## src/wdl_pkg.sv

```systemverilog
// Package with register map, field layout and shared types of the watchdog lock control block.
package wdl_pkg;
    localparam logic [11:0] WDL_CTL_OFFSET = 12'h000;
    localparam logic [11:0] WDL_RLU_OFFSET = 12'h004;
    localparam logic [11:0] WDL_RLH_OFFSET = 12'h008;
    localparam logic [11:0] WDL_RLL_OFFSET = 12'h00C;
    localparam logic [11:0] WDL_CFG_OFFSET = 12'h010;
    localparam logic [11:0] WDL_IST_OFFSET = 12'h014;
    localparam logic [11:0] WDL_ICLR_OFFSET = 12'h018;
    localparam logic [11:0] WDL_IEN_OFFSET = 12'h01C;
    localparam logic [7:0] WDL_KEY1 = 8'h55;
    localparam logic [7:0] WDL_KEY2 = 8'hAA;
    localparam logic [7:0] WDL_STOP_OFF = 8'h81;
    localparam logic [7:0] WDL_STOP_ON = 8'h00;
    localparam int WDL_BIT_POR = 7;
    localparam int WDL_BIT_STOP = 6;
    localparam int WDL_BIT_TMO = 5;
    localparam int WDL_BIT_EXT = 4;
    localparam int WDL_BIT_SM = 0;
    localparam int WDL_CFG_EN = 0;
    localparam int WDL_CFG_RST = 1;
    localparam int WDL_CFG_IE = 2;
    localparam logic [7:0] WDL_CTL_RESET = 8'h80;
    localparam logic [23:0] WDL_RELOAD_RESET = 24'hFFFFFF;
    localparam logic [2:0] WDL_CFG_RESET = 3'h2;
    // Interrupt status bits: 0 timeout, 1 stop recovery, 2 device reset request.
    localparam int WDL_IRQ_W = 3;

    typedef enum logic [2:0] {
        WDL_IDLE = 3'b000,
        WDL_GOT1 = 3'b001,
        WDL_GOT2 = 3'b011,
        WDL_UPPER = 3'b010,
        WDL_HIGH = 3'b110
    } wdl_key_type;

    typedef struct packed {
        logic sel;
        logic wr;
        logic rd;
        logic [11:0] addr;
        logic [7:0] data;
    } wdl_access_type;
endpackage : wdl_pkg

```

## src/wdl_lock_ctrl.sv

```systemverilog
// Watchdog timer with keyed stop-mode setting, reload lock and reset status flags, APB slave.
`timescale 1ns/1ps
module wdl_lock_ctrl
    import wdl_pkg::*;
(
    input wire logic pclk,
    input wire logic presetn,
    input wire logic psel,
    input wire logic penable,
    input wire logic pwrite,
    input wire logic [11:0] paddr,
    input wire logic [31:0] pwdata,
    output logic [31:0] prdata,
    output logic pready,
    output logic pslverr,
    input wire logic refresh,
    input wire logic stop_mode,
    input wire logic ext_reset_seen,
    input wire logic gpio_wake,
    output logic device_reset,
    output logic stop_recovery,
    output logic vector_fetch,
    output logic wdt_osc_en,
    output logic irq
);
    // ************************************************************
    // Input synchronisers
    // ************************************************************
    logic [1:0] stop_sync_reg, stop_sync_next;
    logic [1:0] ext_sync_reg, ext_sync_next;
    logic [1:0] gpio_sync_reg, gpio_sync_next;

    always_comb begin
        stop_sync_next = {stop_sync_reg[0], stop_mode};
        ext_sync_next = {ext_sync_reg[0], ext_reset_seen};
        gpio_sync_next = {gpio_sync_reg[0], gpio_wake};
    end

    always_ff @(posedge pclk or negedge presetn) begin
        if (!presetn) begin
            stop_sync_reg <= 2'h0;
            ext_sync_reg <= 2'h0;
            gpio_sync_reg <= 2'h0;
        end else begin
            stop_sync_reg <= stop_sync_next;
            ext_sync_reg <= ext_sync_next;
            gpio_sync_reg <= gpio_sync_next;
        end
    end

    logic stopped;
    logic ext_lvl;
    logic gpio_lvl;
    assign stopped = stop_sync_reg[1];
    assign ext_lvl = ext_sync_reg[1];
    assign gpio_lvl = gpio_sync_reg[1];

    // ************************************************************
    // Bus decode
    // ************************************************************
    wdl_access_type acc;
    logic known;
    assign acc.sel = psel & penable;
    assign acc.wr = psel & penable & pwrite;
    assign acc.rd = psel & penable & ~pwrite;
    assign acc.addr = paddr;
    assign acc.data = pwdata[7:0];

    function automatic logic hit(input wdl_access_type a, input logic [11:0] off);
        hit = (a.addr == off);
    endfunction : hit

    assign known = hit(acc, WDL_CTL_OFFSET) | hit(acc, WDL_RLU_OFFSET) | hit(acc, WDL_RLH_OFFSET)
        | hit(acc, WDL_RLL_OFFSET) | hit(acc, WDL_CFG_OFFSET) | hit(acc, WDL_IST_OFFSET)
        | hit(acc, WDL_ICLR_OFFSET) | hit(acc, WDL_IEN_OFFSET);
    assign pready = 1'b1;
    assign pslverr = acc.sel & ~known;

    // ************************************************************
    // Key state machine and register state
    // ************************************************************
    wdl_key_type key_reg, key_next;
    logic [7:0] ctl_reg, ctl_next;
    logic [23:0] reload_reg, reload_next;
    logic [23:0] count_reg, count_next;
    logic [2:0] cfg_reg, cfg_next;
    logic en_prev_reg, en_prev_next;
    logic [WDL_IRQ_W-1:0] ist_reg, ist_next;
    logic [WDL_IRQ_W-1:0] ien_reg, ien_next;
    logic ext_prev_reg, ext_prev_next;
    logic gpio_prev_reg, gpio_prev_next;
    logic rst_reg, rst_next;
    logic rec_reg, rec_next;
    logic vec_reg, vec_next;
    logic [31:0] rdata_reg, rdata_next;

    logic wdt_run;
    logic timeout;
    logic tmo_normal;
    logic tmo_stop;
    logic gpio_rise;
    logic ext_rise;
    logic [WDL_IRQ_W-1:0] ev;
    logic rd_setup;

    assign wdt_run = cfg_reg[WDL_CFG_EN] & ~(stopped & ctl_reg[WDL_BIT_SM]);
    assign timeout = wdt_run & (count_reg == 24'h000000);
    assign tmo_normal = timeout & cfg_reg[WDL_CFG_RST] & ~stopped;
    assign tmo_stop = timeout & cfg_reg[WDL_CFG_RST] & stopped;
    assign gpio_rise = gpio_lvl & ~gpio_prev_reg & stopped;
    assign ext_rise = ext_lvl & ~ext_prev_reg;
    assign ev = {tmo_normal, tmo_stop | gpio_rise, timeout};
    assign rd_setup = psel & ~penable & ~pwrite;

    always_comb begin
        key_next = key_reg;
        ctl_next = ctl_reg;
        reload_next = reload_reg;
        cfg_next = cfg_reg;

        // A read clears the flags it returned; a code that landed after the setup edge stays to be read.
        if (acc.rd && hit(acc, WDL_CTL_OFFSET) && ctl_reg[7:4] == rdata_reg[7:4]) begin
            ctl_next[7:4] = 4'h0;
        end

        // Key writes never touch control bits except the final stop setting.
        if (acc.wr) begin
            key_next = WDL_IDLE;
            unique case (key_reg)
                WDL_IDLE: begin
                    if (hit(acc, WDL_CTL_OFFSET) && acc.data == WDL_KEY1) key_next = WDL_GOT1;
                end
                WDL_GOT1: begin
                    if (hit(acc, WDL_CTL_OFFSET) && acc.data == WDL_KEY2) key_next = WDL_GOT2;
                end
                WDL_GOT2: begin
                    if (hit(acc, WDL_CTL_OFFSET) && acc.data == WDL_STOP_OFF) begin
                        ctl_next[WDL_BIT_SM] = 1'b1;
                    end else if (hit(acc, WDL_CTL_OFFSET) && acc.data == WDL_STOP_ON) begin
                        ctl_next[WDL_BIT_SM] = 1'b0;
                    end else if (hit(acc, WDL_RLU_OFFSET)) begin
                        reload_next[23:16] = acc.data;
                        key_next = WDL_UPPER;
                    end
                end
                WDL_UPPER: begin
                    if (hit(acc, WDL_RLH_OFFSET)) begin
                        reload_next[15:8] = acc.data;
                        key_next = WDL_HIGH;
                    end
                end
                WDL_HIGH: begin
                    if (hit(acc, WDL_RLL_OFFSET)) begin
                        reload_next[7:0] = acc.data;
                    end
                end
                default: key_next = WDL_IDLE;
            endcase
            if (hit(acc, WDL_CFG_OFFSET)) cfg_next = pwdata[2:0];
        end

        // Reset-source flags; events win over a read clear in the same cycle.
        if (ext_rise) begin
            ctl_next[7:4] = 4'h1;
        end
        if (gpio_rise) begin
            ctl_next[7:4] = 4'h4;
        end
        if (tmo_normal) begin
            ctl_next[7:4] = 4'h2;
        end else if (timeout & stopped) begin
            ctl_next[7:4] = 4'h6;
        end else if (timeout) begin
            ctl_next[WDL_BIT_TMO] = 1'b1;
        end
    end

    always_ff @(posedge pclk or negedge presetn) begin
        if (!presetn) begin
            key_reg <= WDL_IDLE;
            ctl_reg <= WDL_CTL_RESET;
            reload_reg <= WDL_RELOAD_RESET;
            cfg_reg <= WDL_CFG_RESET;
        end else begin
            key_reg <= key_next;
            ctl_reg <= ctl_next;
            reload_reg <= reload_next;
            cfg_reg <= cfg_next;
        end
    end

    // ************************************************************
    // Counter
    // ************************************************************
    always_comb begin
        en_prev_next = cfg_reg[WDL_CFG_EN];
        count_next = count_reg;
        if ((cfg_reg[WDL_CFG_EN] & ~en_prev_reg) | (refresh & cfg_reg[WDL_CFG_EN])) begin
            count_next = reload_reg;
        end else if (timeout) begin
            count_next = reload_reg;
        end else if (wdt_run) begin
            count_next = count_reg - 24'h000001;
        end
    end

    always_ff @(posedge pclk or negedge presetn) begin
        if (!presetn) begin
            count_reg <= WDL_RELOAD_RESET;
            en_prev_reg <= 1'b0;
        end else begin
            count_reg <= count_next;
            en_prev_reg <= en_prev_next;
        end
    end

    // ************************************************************
    // Edge detectors and event pulses
    // ************************************************************
    always_comb begin
        ext_prev_next = ext_lvl;
        gpio_prev_next = gpio_lvl;
        rst_next = tmo_normal;
        rec_next = tmo_stop | gpio_rise;
        vec_next = tmo_stop & cfg_reg[WDL_CFG_IE];
    end

    always_ff @(posedge pclk or negedge presetn) begin
        if (!presetn) begin
            ext_prev_reg <= 1'b0;
            gpio_prev_reg <= 1'b0;
            rst_reg <= 1'b0;
            rec_reg <= 1'b0;
            vec_reg <= 1'b0;
        end else begin
            ext_prev_reg <= ext_prev_next;
            gpio_prev_reg <= gpio_prev_next;
            rst_reg <= rst_next;
            rec_reg <= rec_next;
            vec_reg <= vec_next;
        end
    end

    // ************************************************************
    // Interrupt status and enable
    // ************************************************************
    always_comb begin
        ien_next = ien_reg;
        ist_next = ist_reg;
        if (acc.wr && hit(acc, WDL_IEN_OFFSET)) begin
            ien_next = pwdata[WDL_IRQ_W-1:0];
        end
        if (acc.wr && hit(acc, WDL_ICLR_OFFSET)) begin
            ist_next = ist_reg & ~pwdata[WDL_IRQ_W-1:0];
        end
        // An event in the cycle of a clear sets its bit again.
        ist_next = ist_next | ev;
    end

    always_ff @(posedge pclk or negedge presetn) begin
        if (!presetn) begin
            ist_reg <= '0;
            ien_reg <= '0;
        end else begin
            ist_reg <= ist_next;
            ien_reg <= ien_next;
        end
    end

    // ************************************************************
    // Read data
    // ************************************************************
    always_comb begin
        rdata_next = rdata_reg;
        if (rd_setup) begin
            unique case (paddr)
                WDL_CTL_OFFSET: rdata_next = {24'h000000, ctl_reg};
                WDL_RLU_OFFSET: rdata_next = {24'h000000, count_reg[23:16]};
                WDL_RLH_OFFSET: rdata_next = {24'h000000, count_reg[15:8]};
                WDL_RLL_OFFSET: rdata_next = {24'h000000, count_reg[7:0]};
                WDL_CFG_OFFSET: rdata_next = {29'h0000000, cfg_reg};
                WDL_IST_OFFSET: rdata_next = {29'h0000000, ist_reg};
                WDL_IEN_OFFSET: rdata_next = {29'h0000000, ien_reg};
                default: rdata_next = 32'h00000000;
            endcase
        end
    end

    always_ff @(posedge pclk or negedge presetn) begin
        if (!presetn) begin
            rdata_reg <= 32'h00000000;
        end else begin
            rdata_reg <= rdata_next;
        end
    end

    // ************************************************************
    // Outputs
    // ************************************************************
    // Read data is captured at the setup edge, so it stands through the whole access phase.
    assign prdata = rdata_reg;
    assign device_reset = rst_reg;
    assign stop_recovery = rec_reg;
    assign vector_fetch = vec_reg;
    assign wdt_osc_en = wdt_run;
    assign irq = |(ist_reg & ien_reg);
endmodule : wdl_lock_ctrl

```

## config.mk

```make
export PLATFORM = sky130hd
export DESIGN_NAME = wdl_lock_ctrl
export DESIGN_NICKNAME = d
export VERILOG_FILES = /design/src/wdl_pkg.sv /design/src/wdl_lock_ctrl.sv
export SDC_FILE = /design/constraint.sdc
export NUM_CORES = 1
export LEC_CHECK = 0
export ABC_AREA = 1
export BUFFER_PORTS_ARGS = -buffer_cell sky130_fd_sc_hd__buf_2
export CAP_MARGIN = 5
export CORE_ASPECT_RATIO = 0.6
export CORE_MARGIN = 10
export CORE_UTILIZATION = 35
export DETAILED_ROUTE_END_ITERATION = 16
export PLACE_DENSITY = 0.53
export SETUP_SLACK_MARGIN = 0.15
export SYNTH_ARGS = -nofsm -noshare
export SYNTH_HDL_FRONTEND = slang
export SYNTH_SLANG_ARGS = --single-unit
```

## constraint.sdc

```tcl
create_clock -name pclk -period 1.8 [get_ports pclk]
set_clock_uncertainty 0.15 [all_clocks]
set_input_delay 0.36 -clock pclk [delete_from_list [all_inputs] [get_ports pclk]]
set_output_delay 0.36 -clock pclk [all_outputs]
set_load 0.02 [all_outputs]
```

==> out/qor.csv <==
stage,metric,value,unit
route,met3 routed WL,1688,um
yosys,count of state elements after synthesis,85,
yosys,number of library cell types mapped by synthesis,41,
timing,achievable frequency,0.5339,GHz
floorplanning,# IOs,92,
run,max cap viols,0,
cells_and_area,fraction of layout instances using a drive strength above 1,40.00,%
timing,ratio of final minimum period to clock period,104.1,%
timing,max-slew violation count,0,
cells_and_area,total inserted antenna cells,0,
floorplanning,floorplan core area,0.01451,mm^2
cells_and_area,post-layout instance count excluding filler cells,1068,
route,length of routed wiring on met1,8919,um
route,routed wire length,18860,um
worst_setup_path,Arrival @ worst endpoint,2.00,ns
route,Met2 Routed Length,8123,um
yosys,syn avg cell area,7.185,um^2
place,Cell Count Post-Placement,1025,
worst_setup_path,highest fanout seen on the critical path,7,
outcome,result of the run,"complete, but fails checks",
route,iteration-0 DRC count of the detailed router,378,
cts,clock insertion delay at the later pin of the skew report,0.35,ns
place,routability congestion estimate,0.9736,
route,routed length per placed instance,17.66,um
floorplanning,Placement Rows,34,
cts,clock tree from TritonCTS,yes,
worst_setup_path,Critical Path Source Type,flop,
timing,final-report setup violation count,12,
cells_and_area,"top library cells by usage in the layout, fill and taps aside","sky130_fd_sc_hd__nand2_1 (177), sky130_fd_sc_hd__buf_4 (80), sky130_fd_sc_hd__inv_1 (74)",
floorplanning,Die Y-Extent,114.4,um
cts,TritonCTS buffer count,9,
grt,total routing usage reported by global routing,17.73,%
cells_and_area,Final #Nets,920,
cts,Max clock buf depth,2,
place,setup slack at placement,-0.2313,ns
timing,unrepaired setup endpoints after global routing,yes,
place,Port-buffer cells,42,
worst_setup_path,capturing point of the worst reg2reg path,count_reg[19],
cts,total clock sinks,85,
cells_and_area,final design instance area without fill,0.007432,mm^2
power_and_ir_drop,leakage power,3.557,nW
grt,global route total overflow,0,
yosys,yosys warns,0,
worst_setup_path,FF-to-FF path depth,12,
min_path,HP Class,in -> reg,
yosys,post-synth design cell area,0.005195,mm^2
grt,vias in the first global route,5138,
route,DRC viols,0,
worst_setup_path,"setup slack, reg-to-reg",-0.07,ns
worst_setup_path,endpoint required time on the critical path,1.93,ns
worst_setup_path,launch instance of the worst register-to-register path,count_reg[0],
outcome,violated checks,negative setup slack,
floorplanning,Initial Utilization,35.81,%
power_and_ir_drop,final total power,4.459,mW
yosys,synthesized instance count,723,
place,dpl cell area,0.006182,mm^2
power_and_ir_drop,maximum vdd drop,0.4220,mV
cells_and_area,most common library cell in the layout ignoring fill and taps,sky130_fd_sc_hd__nand2_1,
cts,CTS Root Cell,sky130_fd_sc_hd__clkbuf_16,
min_path,number of cells traversed by the worst hold path,3,
floorplanning,Horiz. Die Dim,177.3,um
cts,clk slew on worst S/H paths,0.07,ns
min_path,Hold Crit Endpoint,reload_reg[18],
timing,final worst-path setup slack,-0.07305,ns
worst_setup_path,Crit Path Category,reg -> reg,
grt,antenna violations before repair,0,
place,hpwl dp,14060,um
power_and_ir_drop,Pwr per Cell Area,599.9,mW/mm^2
cells_and_area,Area growth syn-to-layout,43.06,%
yosys,sequential area share after synthesis,42.15,%
timing,Hold Fails Final Rpt,0,
route,number of vias in the routed layout,5321,
min_path,critical hold path startpoint,pwdata[2],
route,final antenna-violating net count,0,
route,max layer used,met4,
grt,first-pass GRT wire length,28280,um
worst_setup_path,category of the worst setup path capture point,flop,
grt,largest net degree at the start of global routing,36,
route,via-per-instance ratio,4.982,
floorplanning,area of the die,0.02028,mm^2
route,first-pass detailed-route iteration total,5,
timing,Final min period,1.873,ns
cts,number of H-tree levels,3,
what timing repair did:
action | in CTS | in global routing
hold endpoints to repair | 22 | 0
gates resized for setup | 61 | 129
buffers inserted | 10 | 10
hold buffers | 4 | 0
endpoints found under the setup margin | 34 | 46
cloned | 0 | 3
pin swaps | 19 | 52
critical path, cell delays in order (launching register included):
cell and delay, ns:
sky130_fd_sc_hd__dfstp_2 0.56, sky130_fd_sc_hd__inv_4 0.05, sky130_fd_sc_hd__ha_4 0.17, sky130_fd_sc_hd__nand2_4 0.06
sky130_fd_sc_hd__nor2_4 0.03, sky130_fd_sc_hd__nand2_2 0.08, sky130_fd_sc_hd__nor2_2 0.04, sky130_fd_sc_hd__nand2_2 0.09
sky130_fd_sc_hd__nand2_4 0.12, sky130_fd_sc_hd__clkbuf_16 0.20, sky130_fd_sc_hd__nand2_4 0.06, sky130_fd_sc_hd__nand2_2 0.04
sky130_fd_sc_hd__o21bai_1 0.15
final cells by class:
cell class	count	area (um^2)
tap	198	247.7
clock buffer	9	225.2
fill	1383	7074
multi-input combinational	531	3050
timing repair buffer	149	1306
sequential	85	2190
inverter	89	339.1
clock inverter	7	73.82
per-layer routing:
layer	track usage (%)	vias to the layer above
met5	0	-
li1	-	2537
met4	3.097	0
met2	26.17	187
met1	25.74	2587
met3	4.447	10
cells by family (layout without fill, tap and decap cells):
logic type,after synthesis,in the layout,synth area share [%]
simple gates,421,421,35.55
buf+inv,130,254,12.16
flops,85,85,42.15
compound gates,71,71,7.490
xor+xnor,12,12,2.023
fa+ha+maj,2,2,0.4816
other cells,2,25,0.1446
cells in the mapped netlist (all sizes together):
cell | number | area [um^2]
a211oi | 1 | 7.510
a21oi | 5 | 28.78
a22oi | 1 | 7.510
and2 | 1 | 6.260
and3 | 1 | 6.260
buf | 38 | 285.3
clkbuf | 3 | 12.51
clkinv | 1 | 3.750
conb | 2 | 7.510
dfrtp | 35 | 875.8
dfstp | 50 | 1314
ha | 2 | 25.02
inv | 88 | 330.3
nand2 | 230 | 875.8
nand3 | 72 | 360.4
nand3b | 3 | 22.52
nand4 | 19 | 125.1
nor2 | 81 | 332.8
nor3 | 10 | 76.33
nor3b | 1 | 7.510
nor4 | 2 | 27.53
o211ai | 2 | 15.01
o21ai | 53 | 265.3
o21bai | 7 | 52.55
o22ai | 2 | 12.51
or2 | 1 | 6.260
xnor2 | 2 | 17.52
xor2 | 10 | 87.58
report_power, final:
| group | total (mW) | switching, mW | internal, mW |
|---|---|---|---|
| combinational | 0.538 | 0.337 | 0.202 |
| sequential | 2.03 | 0.0424 | 1.99 |
| clock | 1.89 | 0.908 | 0.983 |
worst max-delay path by stage:
stage / from / to / depth (start not counted)
3_3_place_gp: count_reg[0] / count_reg[22] / 10
2_1_floorplan: count_reg[0] / count_reg[17] / 12
4_1_cts: count_reg[0] / count_reg[17] / 12
3_5_place_dp: count_reg[0] / count_reg[23] / 10
5_1_grt: count_reg[0] / count_reg[19] / 12
6_report: count_reg[0] / count_reg[19] / 12
per-stage QoR:
stage / utilization (%) / hold slack [ns] / setup TNS, ns
floorplan: - / -0.08559 / 0
global placement: 42.62 / 0.1387 / -2.625
detailed placement: 42.62 / 0.1426 / -4.154
CTS: 46.94 / 0.08137 / -0.01599
global route: 51.23 / 0.09000 / -1.852
finish: 51.23 / 0.07716 / -0.3281
(Power assumes the default switching activity.)
